`src/verilog/ndc_pkg.sv`:
```
package ndc_pkg;

   localparam int NDC_DECADES = 6;
   localparam int NDC_BCD_W = 4;
   localparam int NDC_COUNT_W = NDC_DECADES * NDC_BCD_W;

   // wishbone byte offsets
   localparam logic [3:0] NDC_ADR_CTRL = 4'h0;
   localparam logic [3:0] NDC_ADR_STATUS = 4'h4;
   localparam logic [3:0] NDC_ADR_COUNT = 4'h8;
   localparam logic [3:0] NDC_ADR_STORED = 4'hC;

   // control register fields
   localparam int NDC_CTRL_DISP_BIT = 0;
   localparam int NDC_CTRL_LZB_BIT = 1;
   localparam logic [1:0] NDC_CTRL_RESET = 2'h1;

   // status register fields
   localparam int NDC_STAT_OVF_BIT = 0;
   localparam int NDC_STAT_CLEAR_BIT = 1;
   localparam int NDC_STAT_RECALL_BIT = 2;
   localparam int NDC_STAT_SAVE_BIT = 3;
   localparam int NDC_STAT_COUNT_BIT = 4;

   // overflow flag position in the count and stored registers
   localparam int NDC_VAL_OVF_BIT = 24;

   // scan positions, msd first
   localparam logic [2:0] NDC_SCAN_MSD = 3'h5;
   localparam logic [2:0] NDC_SCAN_LSD = 3'h0;

   // segment patterns, bit 6 = a ... bit 0 = g
   localparam logic [6:0] NDC_SEG_0 = 7'h7E;
   localparam logic [6:0] NDC_SEG_1 = 7'h30;
   localparam logic [6:0] NDC_SEG_2 = 7'h6D;
   localparam logic [6:0] NDC_SEG_3 = 7'h79;
   localparam logic [6:0] NDC_SEG_4 = 7'h33;
   localparam logic [6:0] NDC_SEG_5 = 7'h5B;
   localparam logic [6:0] NDC_SEG_6 = 7'h5F;
   localparam logic [6:0] NDC_SEG_7 = 7'h70;
   localparam logic [6:0] NDC_SEG_8 = 7'h7F;
   localparam logic [6:0] NDC_SEG_9 = 7'h7B;
   localparam logic [6:0] NDC_SEG_BAD = 7'h3E;
   localparam logic [6:0] NDC_SEG_OFF = 7'h00;

   typedef enum logic [1:0] {
      NDC_COUNT,
      NDC_CLEAR,
      NDC_RECALL,
      NDC_SAVE
   } ndc_mode_t;

endpackage

```
`src/verilog/ndc_counter_display.sv`:
```
// Functional notes
// RQ1 - six synchronous bcd decades count up on each falling count clock edge
// RQ2 - a count edge at 999999 sets overflow latch and wraps to 000000
// RQ3 - enabled segments a..g follow the fixed digit pattern table
// RQ4 - output enable low blanks segments, strobes, overflow; scan held at msd
// RQ5 - scan steps msd to lsd on each falling scan edge, one period per digit
// RQ6 - overflow output follows overflow latch directly, not multiplexed
// RQ7 - leading zero blank high and no overflow blanks leading zero digits
// RQ8 - clear high with save high: reset counter and latch, blank, reset scan
// RQ9 - in clear save is ignored; clear high always ignores recall and clock
// RQ10 - recall high, clear low, save high: load from store, blank, reset scan
// RQ11 - in recall save is ignored; recall high ignores the count clock
// RQ12 - count mode when recall, clear low and save high; clock high locks save
// RQ13 - save low with others low stores counter and latch; locked till save high
// RQ14 - a save fall racing another rise enters exactly one mode safely
// RQ15 - controller may switch modes directly after each minimum mode time
// RQ16 - controller holds save about ten milliseconds for full retention
// RQ17 - controller keeps save high outside intended saves, power edges included
// RQ18 - controller may drive the scan input from an external clock
// RQ19 - blanking and scan reset last through clear or recall, then resume at msd
// RQ20 - an invalid bcd digit decodes to a fixed defined pattern
//
// Chosen here: register access over Wishbone and the register addresses.
module ndc_counter_display
   import ndc_pkg::*;
(
   input wire logic mclk,
   input wire logic reset_n,
   input wire logic count_clock,
   input wire logic clear,
   input wire logic recall,
   input wire logic save_n,
   input wire logic output_enable,
   input wire logic leading_zero_blank,
   input wire logic scan_osc,
   input wire logic wb_cyc_i,
   input wire logic wb_stb_i,
   input wire logic wb_we_i,
   input wire logic [3:0] wb_adr_i,
   input wire logic [3:0] wb_sel_i,
   input wire logic [31:0] wb_dat_i,
   output logic [31:0] wb_dat_o,
   output logic wb_ack_o,
   output logic segment_a_output,
   output logic segment_b_output,
   output logic segment_c_output,
   output logic segment_d_output,
   output logic segment_e_output,
   output logic segment_f_output,
   output logic segment_g_output,
   output logic digit_strobe_msd,
   output logic digit_strobe_5,
   output logic digit_strobe_4,
   output logic digit_strobe_3,
   output logic digit_strobe_2,
   output logic digit_strobe_lsd,
   output logic overflow_output
);

   ndc_mode_t mode_q, mode_d;
   logic count_clock_q;
   logic scan_osc_q;
   logic [NDC_COUNT_W-1:0] count_q, count_d;
   logic ovf_q, ovf_d;
   logic [NDC_COUNT_W-1:0] nv_count_q;
   logic nv_ovf_q;
   logic [1:0] ctrl_q;
   logic [2:0] scan_q, scan_d;
   logic [6:0] seg_q, seg_d;
   logic [5:0] strobe_q, strobe_d;
   logic ovf_out_q;
   logic ack_q;
   logic [31:0] dat_q;

   // a mode is only chosen from a full set of sampled levels, so a racing
   // save fall and other rise resolve to exactly one mode per edge
   function automatic ndc_mode_t pick_mode(input logic clr, input logic rcl,
                                           input logic sv_n, input logic clk,
                                           input ndc_mode_t hold);
      if (clr && sv_n)
         pick_mode = NDC_CLEAR;
      else if (rcl && !clr && sv_n)
         pick_mode = NDC_RECALL;
      else if (!sv_n && !clr && !rcl && !clk)
         pick_mode = NDC_SAVE;
      else if (sv_n && !clr && !rcl)
         pick_mode = NDC_COUNT;
      else
         pick_mode = hold;
   endfunction

   // clock high masks save while counting
   wire save_eff_n = save_n | count_clock; // see RQ12

   always_comb begin
      case (mode_q)
         NDC_CLEAR: begin
            if (clear)
               mode_d = NDC_CLEAR; // see RQ9
            else
               mode_d = pick_mode(1'b0, recall, save_n, count_clock, NDC_COUNT);
         end
         NDC_RECALL: begin
            if (clear)
               mode_d = NDC_CLEAR;
            else if (recall)
               mode_d = NDC_RECALL; // see RQ11
            else
               mode_d = pick_mode(1'b0, 1'b0, save_n, count_clock, NDC_COUNT);
         end
         NDC_SAVE: begin
            if (!save_n)
               mode_d = NDC_SAVE; // see RQ13
            else
               mode_d = pick_mode(clear, recall, 1'b1, count_clock, NDC_COUNT);
         end
         NDC_COUNT: begin
            mode_d = pick_mode(clear, recall, save_eff_n, count_clock, NDC_COUNT); // see RQ14
         end
         default: mode_d = NDC_COUNT;
      endcase
   end

   wire in_clear = (mode_q == NDC_CLEAR);
   wire in_recall = (mode_q == NDC_RECALL);
   wire in_save = (mode_q == NDC_SAVE);
   wire in_count = (mode_q == NDC_COUNT);
   wire count_fall = count_clock_q & ~count_clock;
   // clear or recall rising inhibits the edge through mode_d
   wire count_en = in_count & (mode_d == NDC_COUNT) & count_fall; // see RQ1 RQ9 RQ11
   wire save_start = (mode_d == NDC_SAVE) & ~in_save;

   logic [NDC_DECADES:0] carry;
   logic [NDC_COUNT_W-1:0] count_inc;
   assign carry[0] = count_en;

   genvar gi;
   generate
      for (gi = 0; gi < NDC_DECADES; gi = gi + 1) begin : g_dec
         wire [3:0] cur = count_q[gi*NDC_BCD_W +: NDC_BCD_W];
         wire is_nine = (cur == 4'h9);
         assign count_inc[gi*NDC_BCD_W +: NDC_BCD_W] =
            carry[gi] ? (is_nine ? 4'h0 : cur + 4'h1) : cur; // see RQ1
         assign carry[gi+1] = carry[gi] & is_nine;
      end
   endgenerate

   always_comb begin
      if (in_clear) begin
         count_d = '0; // see RQ8
         ovf_d = 1'b0;
      end else if (in_recall) begin
         count_d = nv_count_q; // see RQ10
         ovf_d = nv_ovf_q;
      end else begin
         count_d = count_inc;
         ovf_d = ovf_q | carry[NDC_DECADES]; // see RQ2
      end
   end

   // display path
   wire disp_allow = output_enable & ctrl_q[NDC_CTRL_DISP_BIT];
   wire blank = ~disp_allow | in_clear | in_recall; // see RQ4 RQ8 RQ10 RQ19
   wire lzb_on = leading_zero_blank | ctrl_q[NDC_CTRL_LZB_BIT];
   // scan input may be an external clock; it is sampled like any level
   wire scan_fall = scan_osc_q & ~scan_osc; // see RQ18

   always_comb begin
      if (blank)
         scan_d = NDC_SCAN_MSD; // see RQ4 RQ19
      else if (scan_fall && scan_q == NDC_SCAN_LSD)
         scan_d = NDC_SCAN_MSD;
      else if (scan_fall)
         scan_d = scan_q - 3'h1; // see RQ5
      else
         scan_d = scan_q;
   end

   logic [NDC_DECADES-1:0] lead_zero;
   generate
      for (gi = 0; gi < NDC_DECADES; gi = gi + 1) begin : g_lz
         wire dz = (count_q[gi*NDC_BCD_W +: NDC_BCD_W] == 4'h0);
         if (gi == NDC_DECADES - 1) begin : g_top
            assign lead_zero[gi] = dz;
         end else begin : g_rest
            assign lead_zero[gi] = dz & lead_zero[gi+1];
         end
      end
   endgenerate

   wire [3:0] cur_digit = count_q[{scan_q, 2'b00} +: NDC_BCD_W];
   // the lsd stays visible so an all-zero count still shows a digit
   wire lz_hide = lzb_on & ~ovf_q & lead_zero[scan_q] & (scan_q != NDC_SCAN_LSD); // see RQ7
   wire [6:0] seg_dec;

   ndc_seg_decode u_dec (
      .bcd(cur_digit),
      .seg(seg_dec)
   );

   assign seg_d = (blank | lz_hide) ? NDC_SEG_OFF : seg_dec; // see RQ3
   assign strobe_d = blank ? 6'h00 : (6'h01 << scan_q); // see RQ5

   // wishbone slave, one wait state per access
   wire wb_req = wb_cyc_i & wb_stb_i & ~ack_q;
   wire ctrl_wr = wb_req & wb_we_i & (wb_adr_i == NDC_ADR_CTRL) & wb_sel_i[0];
   wire [31:0] stat_word = {27'h0, in_count, in_save, in_recall, in_clear, ovf_q};
   wire [31:0] count_word = {7'h0, ovf_q, count_q};
   wire [31:0] stored_word = {7'h0, nv_ovf_q, nv_count_q};
   wire [31:0] rd_word =
      (wb_adr_i == NDC_ADR_CTRL) ? {30'h0, ctrl_q} :
      (wb_adr_i == NDC_ADR_STATUS) ? stat_word :
      (wb_adr_i == NDC_ADR_COUNT) ? count_word :
      (wb_adr_i == NDC_ADR_STORED) ? stored_word : 32'h0;

   always_ff @(posedge mclk or negedge reset_n) begin
      if (!reset_n) begin
         mode_q <= NDC_CLEAR;
         count_clock_q <= 1'b0;
         scan_osc_q <= 1'b0;
         count_q <= '0;
         ovf_q <= 1'b0;
      end else begin
         mode_q <= mode_d;
         count_clock_q <= count_clock;
         scan_osc_q <= scan_osc;
         count_q <= count_d;
         ovf_q <= ovf_d;
      end
   end

   always_ff @(posedge mclk or negedge reset_n) begin
      if (!reset_n) begin
         nv_count_q <= '0;
         nv_ovf_q <= 1'b0;
      end else if (save_start) begin
         nv_count_q <= count_q; // see RQ13
         nv_ovf_q <= ovf_q;
      end
   end

   always_ff @(posedge mclk or negedge reset_n) begin
      if (!reset_n) begin
         scan_q <= NDC_SCAN_MSD;
         seg_q <= NDC_SEG_OFF;
         strobe_q <= 6'h00;
         ovf_out_q <= 1'b0;
      end else begin
         scan_q <= scan_d;
         seg_q <= seg_d;
         strobe_q <= strobe_d;
         ovf_out_q <= ~blank & ovf_q; // see RQ6
      end
   end

   always_ff @(posedge mclk or negedge reset_n) begin
      if (!reset_n) begin
         ctrl_q <= NDC_CTRL_RESET;
         ack_q <= 1'b0;
         dat_q <= 32'h0;
      end else begin
         ack_q <= wb_req;
         if (ctrl_wr)
            ctrl_q <= wb_dat_i[1:0];
         if (wb_req)
            dat_q <= rd_word;
      end
   end

   assign wb_ack_o = ack_q;
   assign wb_dat_o = dat_q;
   assign segment_a_output = seg_q[6];
   assign segment_b_output = seg_q[5];
   assign segment_c_output = seg_q[4];
   assign segment_d_output = seg_q[3];
   assign segment_e_output = seg_q[2];
   assign segment_f_output = seg_q[1];
   assign segment_g_output = seg_q[0];
   assign digit_strobe_msd = strobe_q[5];
   assign digit_strobe_5 = strobe_q[4];
   assign digit_strobe_4 = strobe_q[3];
   assign digit_strobe_3 = strobe_q[2];
   assign digit_strobe_2 = strobe_q[1];
   assign digit_strobe_lsd = strobe_q[0];
   assign overflow_output = ovf_out_q;

   AST_INC_UNIT: assert property (@(posedge mclk) disable iff (!reset_n) // see RQ1
      count_en && count_q[3:0] != 4'h9 |=> count_q[3:0] == $past(count_q[3:0]) + 4'h1)
      else $error("units decade did not advance");

   AST_WRAP: assert property (@(posedge mclk) disable iff (!reset_n) // see RQ2
      count_en && count_q == 24'h999999 |=> count_q == 24'h000000 && ovf_q)
      else $error("wrap at maximum failed");

   AST_OE_BLANK: assert property (@(posedge mclk) disable iff (!reset_n) // see RQ4
      !output_enable |=> seg_q == NDC_SEG_OFF && strobe_q == 6'h00 && !overflow_output
                         && scan_q == NDC_SCAN_MSD)
      else $error("outputs not blanked with enable low");

   AST_SCAN_STEP: assert property (@(posedge mclk) disable iff (!reset_n) // see RQ5
      !blank && scan_fall && scan_q != NDC_SCAN_LSD |=> scan_q == $past(scan_q) - 3'h1)
      else $error("scan did not step down");

   AST_OVF_OUT: assert property (@(posedge mclk) disable iff (!reset_n) // see RQ6
      !blank && ovf_q |=> overflow_output)
      else $error("overflow output not following latch");

   AST_LZB_MSD: assert property (@(posedge mclk) disable iff (!reset_n) // see RQ7
      leading_zero_blank && !ovf_q && !blank && scan_q == NDC_SCAN_MSD
      && count_q[23:20] == 4'h0 |=> seg_q == NDC_SEG_OFF && strobe_q[5])
      else $error("leading zero not blanked");

   AST_CLEAR_RESET: assert property (@(posedge mclk) disable iff (!reset_n) // see RQ8
      in_clear |=> count_q == 24'h000000 && !ovf_q)
      else $error("clear did not reset counter");

   AST_CLEAR_HOLD: assert property (@(posedge mclk) disable iff (!reset_n) // see RQ9
      in_clear && clear |=> in_clear && count_q == 24'h000000 && !ovf_q)
      else $error("clear mode left while clear high");

   AST_RECALL_LOAD: assert property (@(posedge mclk) disable iff (!reset_n) // see RQ10
      in_recall && !clear |=> count_q == $past(nv_count_q) && ovf_q == $past(nv_ovf_q))
      else $error("recall did not load stored value");

   AST_COUNT_LOCK: assert property (@(posedge mclk) disable iff (!reset_n) // see RQ12
      in_count && count_clock && !clear && !recall |=> in_count)
      else $error("save not masked while clock high");

   AST_SAVE_STORE: assert property (@(posedge mclk) disable iff (!reset_n) // see RQ13
      $rose(in_save) |-> nv_count_q == $past(count_q) && nv_ovf_q == $past(ovf_q))
      else $error("save did not store counter");

   AST_SAVE_LOCK: assert property (@(posedge mclk) disable iff (!reset_n) // see RQ13
      in_save && !save_n |=> in_save && $stable(count_q))
      else $error("save mode not locked");

   COV_WRAP: cover property (@(posedge mclk) disable iff (!reset_n)
      count_en && count_q == 24'h999999);
   COV_SAVE: cover property (@(posedge mclk) disable iff (!reset_n) $rose(in_save));
   COV_RECALL: cover property (@(posedge mclk) disable iff (!reset_n)
      in_recall ##1 in_count);
   COV_LZB: cover property (@(posedge mclk) disable iff (!reset_n) !blank && lz_hide);

endmodule

```
`src/verilog/ndc_seg_decode.sv`:
```
module ndc_seg_decode
   import ndc_pkg::*;
(
   input wire logic [3:0] bcd,
   output logic [6:0] seg
);

   always_comb begin
      case (bcd)
         4'h0: seg = NDC_SEG_0; // see RQ3
         4'h1: seg = NDC_SEG_1;
         4'h2: seg = NDC_SEG_2;
         4'h3: seg = NDC_SEG_3;
         4'h4: seg = NDC_SEG_4;
         4'h5: seg = NDC_SEG_5;
         4'h6: seg = NDC_SEG_6;
         4'h7: seg = NDC_SEG_7;
         4'h8: seg = NDC_SEG_8;
         4'h9: seg = NDC_SEG_9;
         default: seg = NDC_SEG_BAD; // see RQ20
      endcase
   end

endmodule
```
`config.mk`:
```
export PLATFORM = sky130hd
export DESIGN_NAME = ndc_counter_display
export DESIGN_NICKNAME = d
export VERILOG_FILES = /design/src/verilog/ndc_pkg.sv /design/src/verilog/ndc_counter_display.sv /design/src/verilog/ndc_seg_decode.sv
export SDC_FILE = /design/constraint.sdc
export NUM_CORES = 1
export LEC_CHECK = 0
export BUFFER_PORTS_ARGS = -buffer_cell sky130_fd_sc_hd__clkbuf_2
export CAP_MARGIN = 25
export CORE_ASPECT_RATIO = 1.4
export CORE_UTILIZATION = 35
export CTS_CLUSTER_SIZE = 40
export DETAILED_ROUTE_END_ITERATION = 8
export PLACE_DENSITY = 0.66
export REMOVE_ABC_BUFFERS = 1
export SETUP_SLACK_MARGIN = 0.3
export SLEW_MARGIN = 40
export SYNTH_ARGS = -nofsm -noshare
export SYNTH_HDL_FRONTEND = slang
export SYNTH_SLANG_ARGS = --single-unit
```
`constraint.sdc`:
```
create_clock -name mclk -period 2.8 [get_ports mclk]
set_input_delay 0.14 -clock mclk [delete_from_list [all_inputs] [get_ports mclk]]
set_output_delay 0.14 -clock mclk [all_outputs]
set_load 0.05 [all_outputs]
```
### Word level (Yosys, flattened, before mapping)

Memories as Yosys holds them, arrays and structs flattened.
Cells that the tools add are included.

| storage, ports and cells | value |
|---|---|
| flip-flop bits (word level) | 106 |
| ROM bits | 112 |
| input bits | 52 |
| output and inout bits | 47 |
| logic and storage cells | 156 |
| memories | 1 |

Memory list:

| name | depth | width | rd ports | clocked after memory_dff | write ports | RTL line | RTL |
|---|---|---|---|---|---|---|---|
| (no name shown) | 16 | 7 | 1 | 0 | 0 | ndc_seg_decode.sv:9 | `case (bcd)` |

| operators by class | value |
|---|---|
| add/sub/neg operators | 7 |
| order comparisons | 1 |
| equality and inequality tests | 13 |
| shift-type cells | 2 |
| muxes and demuxes | 40 |
| bitwise gates (word level) | 39 |
| reduce and logical (&&, ||, !) cells | 34 |

Operators with widths:

| operator | count |
|---|---|
| $mux W25 | 4 |
| $mux W24 | 2 |
| $mux W4 | 12 |
| $eq A4 B4 Y1 const B | 8 |
| $logic_not A4 Y1 | 7 |
| $and A1 B1 Y1 | 26 |
| $add A4 B1 Y4 const B | 6 |
| $mux W2 | 12 |
| $reduce_bool A3 Y1 | 8 |
| $shiftx A24 B6 Y4 | 1 |
| $logic_and A1 B1 Y1 | 11 |
| $mux W3 | 3 |
| $pmux W2 S4 | 1 |
| $mux W7 | 1 |
| $not A1 Y1 | 7 |
| $eq A2 B2 Y1 const B | 3 |
| $mux W6 | 1 |
| $or A1 B1 Y1 | 6 |
| $shl A1 B3 Y6 const A | 1 |
| $logic_not A1 Y1 | 5 |
| $eq A4 B3 Y1 const B | 1 |
| $logic_not A2 Y1 | 2 |
| $lt A3 B4 Y1 const B | 1 |
| $bmux W1 S3 | 1 |
| other kinds (4) | 6 |

### Logic depth before layout (Yosys ltp)

| logic depth | value |
|---|---|
| word-level depth | 21 |
| gate-level depth with buffers | 12 |
| gate-level depth less buffers | 9 |

### Cells and area by module

A second synthesis with hierarchy kept.

| second synthesis, totals | value |
|---|---|
| cells, all modules | 554 |
| area total of the unflattened synthesis | 5662.9 µm² |

By module, submodules not included:

| module | times used | cells an instance | area each (µm²) | seq. area each (µm²) |
|---|---|---|---|---|
| ndc_counter_display | 1 | 526 | 5450.2 | 2482.4 |
| ndc_seg_decode | 1 | 28 | 212.7 | 0.0 |

### Worst setup path before layout

Ideal clock, no wire load.

| path | value |
|---|---|
| path type | reg2reg |
| start point | register mode_q[0] |
| end point | register count_q[11] |
| library setup time | 0.125 ns |
| arrival | 2.452 ns |
| required time | 2.675 ns |
| setup slack | 0.224 ns |
| stages on the path, launching flop included | 10 |
| buffers on the path | 2 |
| period minus slack after synthesis | 2.576 ns |
| cell sequence | dfstp_2 > inv_1 > ha_1 > buf_2 > or2_0 > clkbuf_1 > o32ai_2 > o211ai_1 > o21ai_2 > mux2_2 |

| on the way | value |
|---|---|
| word-level cells in the longest chain between the ends | 8 |
| elaborated cells between the ends (all ways) | 13 |
| classes of those cells | 3 x eq/ne; 3 x mux; 4 x bitwise; 3 x reduce/logical |

RTL lines:

| element | RTL line | RTL |
|---|---|---|
| start, declared | ndc_counter_display.sv:60 | `ndc_mode_t mode_q, mode_d;` |
| start signal, assigned | ndc_counter_display.sv:224 | `mode_q <= mode_d;` |
| $eq A2 B2 Y1 (tied with other cells) | ndc_counter_display.sv:96 | `case (mode_q)` |
| $pmux W2 S4 | ndc_counter_display.sv:96 |  |
| $logic_not A2 Y1 | ndc_counter_display.sv:130 | `wire count_en = in_count & (mode_d == NDC_COUNT) & count_fall;` |
| $and A1 B1 Y1 (2 in a row) | ndc_counter_display.sv:130 |  |
| $and A1 B1 Y1 (2 in a row) | ndc_counter_display.sv:144 | `assign carry[gi+1] = carry[gi] & is_nine;` |
| $reduce_bool A3 Y1 (no line) | n/a |  |
| end signal, assigned | ndc_counter_display.sv:227 | `count_q <= count_d;` |
| end, declared | ndc_counter_display.sv:63 | `logic [NDC_COUNT_W-1:0] count_q, count_d;` |

Parallel ways exist; a longest one is shown, timed or not.
A chain may end at the register's enable or synchronous reset.

### Worst setup path after layout

Same ends and word-level chain as after synthesis.

==> results.txt <==
first-pass GRT wire length: 22000 um
Pwr Total: 6.88 mW
VDD IR max: 0.354 mV
post-synthesis xor/xnor area fraction: 0.315%
clock transition at the registers of the reported paths: 0.07 ns
Avg Inst Size Synth: 10.4 sq um
Die W: 109 um
post-DR wirelength/cell: 17.1 um
final setup TNS: 0 ns
critical path required time: 3.04 ns
post-synthesis cell area: 0.00557 sq mm
port buffer count: 58
sequential area share after synthesis: 44.6%
All-Layer GR Usage: 17.3%
starting density of the core: 35.8%
Cell variety after synth: 63
Tightest Pin Transition: 0.603 ns
CTS tree: yes
switch share: 39.4%
Slew HR: 59.8%
hold_ws: 0.0259 ns
RR Startpoint: mode_q[0]$_DFF_PN1_
Final Hold Vio Count: 0
Die H: 151 um
share of cells above drive strength 1: 28.3%
Remaining DRCs: 0
reg2reg path depth: 7
hold path start: wb_dat_i[1]
row cnt: 54
crit share post-route: 85.9%
largest family of logic cells by synthesized area: multiplexers
vias in the first global route: 4370
CP Class: reg -> reg
Max clock buf depth: 2
Max Cap Viol: 0
die area: 0.0164 sq mm
met3 Resource Use GR: 3.31%
fillers: 1445
Worst R2R Setup Slack: 0.40 ns
synthesized netlist cell count: 534
drt pass-1 iters: 4
area growth from synthesis to layout: 18.5%
htree depth: 3
commonest non-fill, non-tap cells in the layout: dfrtp_1 (95), clkbuf_2 (57), nand2_1 (45)
status: completed
simple-gate area share of the yosys netlist: 12.4%
Max Slew Vio Count: 0
num ports: 99
met1 Use GR: 20.7%
fmax: 416 MHz
hpwl dp: 9450 um
pwr dens: 1040 mW/mm^2
Main synth FF type: dfrtp_1
post-route ant nets: 0
Compound-Gate Fraction of Synth Area: 14.6%
Final setup viols: 0
GRT overflow: 0
Hold Crit Depth: 2
number of synthesized register bits: 99
critical path fanouts, max: 5
CP Launch Type: register
number of synthesized flops with an enable pin: 0
clock share of power: 21.0%
initial antenna violation count: 0
worst skew pair latency: 0.35 ns
Gate power share: 44.4%
Hold Path Class: in -> reg
crit path DAT: 2.64 ns
largest net degree at the start of global routing: 43
Final nets: 671
Reg-to-Reg End: count_q[11]$_DFFE_PN0P_
Post-synth ARST share: 100%
Sw Pwr: 2.71 mW
Hold EP: ctrl_q[1]$_DFFE_PN0P_
CTS root buf: clkbuf_16
routability cong.: 0.845
RSZ-0062 raised after global routing: true
yosys warns: 0
internal power: 4.17 mW
drt initial violations: 296
diodes inserted: 0
final instance area: 0.00660 sq mm
DRT Wirelength: 13600 um
core area: 0.0155 sq mm
Adder-Cell Fraction of Synth Area: 5.17%
Most Crowded Layer GR: met2
Num CTS Buffers: 9
Placed Area: 0.00609 sq mm
Final min period: 2.40 ns
Leakage: 3.12 nW
Worst setup EP type: register
Via Count: 4262
via/cell ratio: 5.35
part of the power in registers: 34.6%
mux share of post-synthesis cell area: 17.4%
CTS sink cnt: 99
most common cell after layout, fill and taps aside: dfrtp_1
met2 Usage GRT: 29.8%
Clock Skew: 0.00687 ns
state kept, by name (all words and copies together) (netlist names):
signal,cells
count_clock_q,1
count_q,24
ctrl_q,2
mode_q,2
nv_count_q,24
nv_ovf_q,1
overflow_output,1
ovf_q,1
scan_osc_q,1
scan_q,3
seg_q,7
strobe_q,6
wb_ack_o,1
wb_dat_o,25
worst max-delay path by stage:
stage,startpoint,to,slack (ns)
after detailed placement,mode_q[0]$_DFF_PN1_,count_q[11]$_DFFE_PN0P_,0.18
after CTS,mode_q[0]$_DFF_PN1_,count_q[11]$_DFFE_PN0P_,0.31
final,mode_q[0]$_DFF_PN1_,count_q[11]$_DFFE_PN0P_,0.40
after global routing,mode_q[0]$_DFF_PN1_,count_q[11]$_DFFE_PN0P_,0.28
after floorplan,mode_q[0]$_DFF_PN1_,nv_count_q[2]$_DFFE_PN0P_,-0.07
after global placement,mode_q[0]$_DFF_PN1_,count_q[11]$_DFFE_PN0P_,0.20
cells in the mapped netlist (all sizes together) (4+ instances only):
cell | instances | area, sq um
or2 | 4 | 25.0
nand2b | 4 | 25.0
mux2 | 42 | 548
and3 | 10 | 62.6
nand2 | 45 | 169
a21oi | 19 | 95.1
o211ai | 4 | 30.0
nor2 | 31 | 119
o21ai | 44 | 231
nand3 | 18 | 90.1
dfstp | 4 | 105
a221oi | 5 | 50.0
buf | 16 | 113
dfrtp | 95 | 2380
ha | 23 | 288
a22oi | 13 | 103
nor3 | 9 | 45.0
inv | 27 | 101
mux2i | 33 | 330
nor2b | 6 | 37.5
a22o | 5 | 43.8
a32oi | 4 | 35.0
clkbuf | 23 | 86.3
mux4 | 4 | 90.1
through the flow:
step,util [%],cells,setup WS [ns]
finish,42.5,797,0.395
global route,42.5,797,0.284
CTS,41.8,794,0.314
detailed placement,39.2,773,0.181
global placement,39.2,773,0.200
floorplan,-,501,-0.0673
worst max-delay path, cell delays in order (launching register included):
cell	delay, ns
dfstp_2	0.55
inv_2	0.05
ha_4	0.18
or2_0	0.29
o32ai_4	0.32
o211ai_1	0.30
o21ai_2	0.24
mux2_2	0.35
layer usage:
| layer | vias up | wire length [um] | share of wire (%) |
|---|---|---|---|
| met1 | 2116 | 5590 | 41 |
| met5 | - | 0 | 0 |
| li1 | 2017 | - | - |
| met2 | 107 | 7190 | 53 |
| met3 | 22 | 523 | 3.8 |
| met4 | 0 | 341 | 2.5 |
logic make-up (layout without fill, tap and decap cells):
family	count (synthesis)	after routing
flip-flops	99	99
other	1	7
AO/OA/AOI/OAI	119	119
buffers and inverters	68	129
AND/OR/NAND/NOR	143	143
adder cells (fa/ha/maj)	23	23
XOR/XNOR	2	2
multiplexers	79	79
power groups by stage:
stage	combinational, mW	clock, mW	sequential [mW]
4_1_cts	2.91	1.48	2.36
3_5_place_dp	2.86	0	2.39
3_3_place_gp	2.77	0	2.36
5_1_grt	3.33	1.54	2.45
2_1_floorplan	2.01	0	2.33
6_report	3.05	1.45	2.38
timing repair:
action,4_1_cts,5_1_grt
setup buffers,2,2
cloned,0,1
resized for setup,3,14
pin swaps,5,4
hold endpoints to repair,27,0
endpoints found under the setup margin,39,43
hold buffers,3,0
layout make-up:
class	count	area [sq um]	area share (%)
tap	196	245	3.72
inverter	29	109	1.65
sequential	99	2480	37.6
multi-input combinational	373	2880	43.6
clock buffer	10	239	3.62
clock inverter	6	111	1.69
timing repair buffer	84	538	8.15
Note: power is estimated with default switching activity, not from simulation.
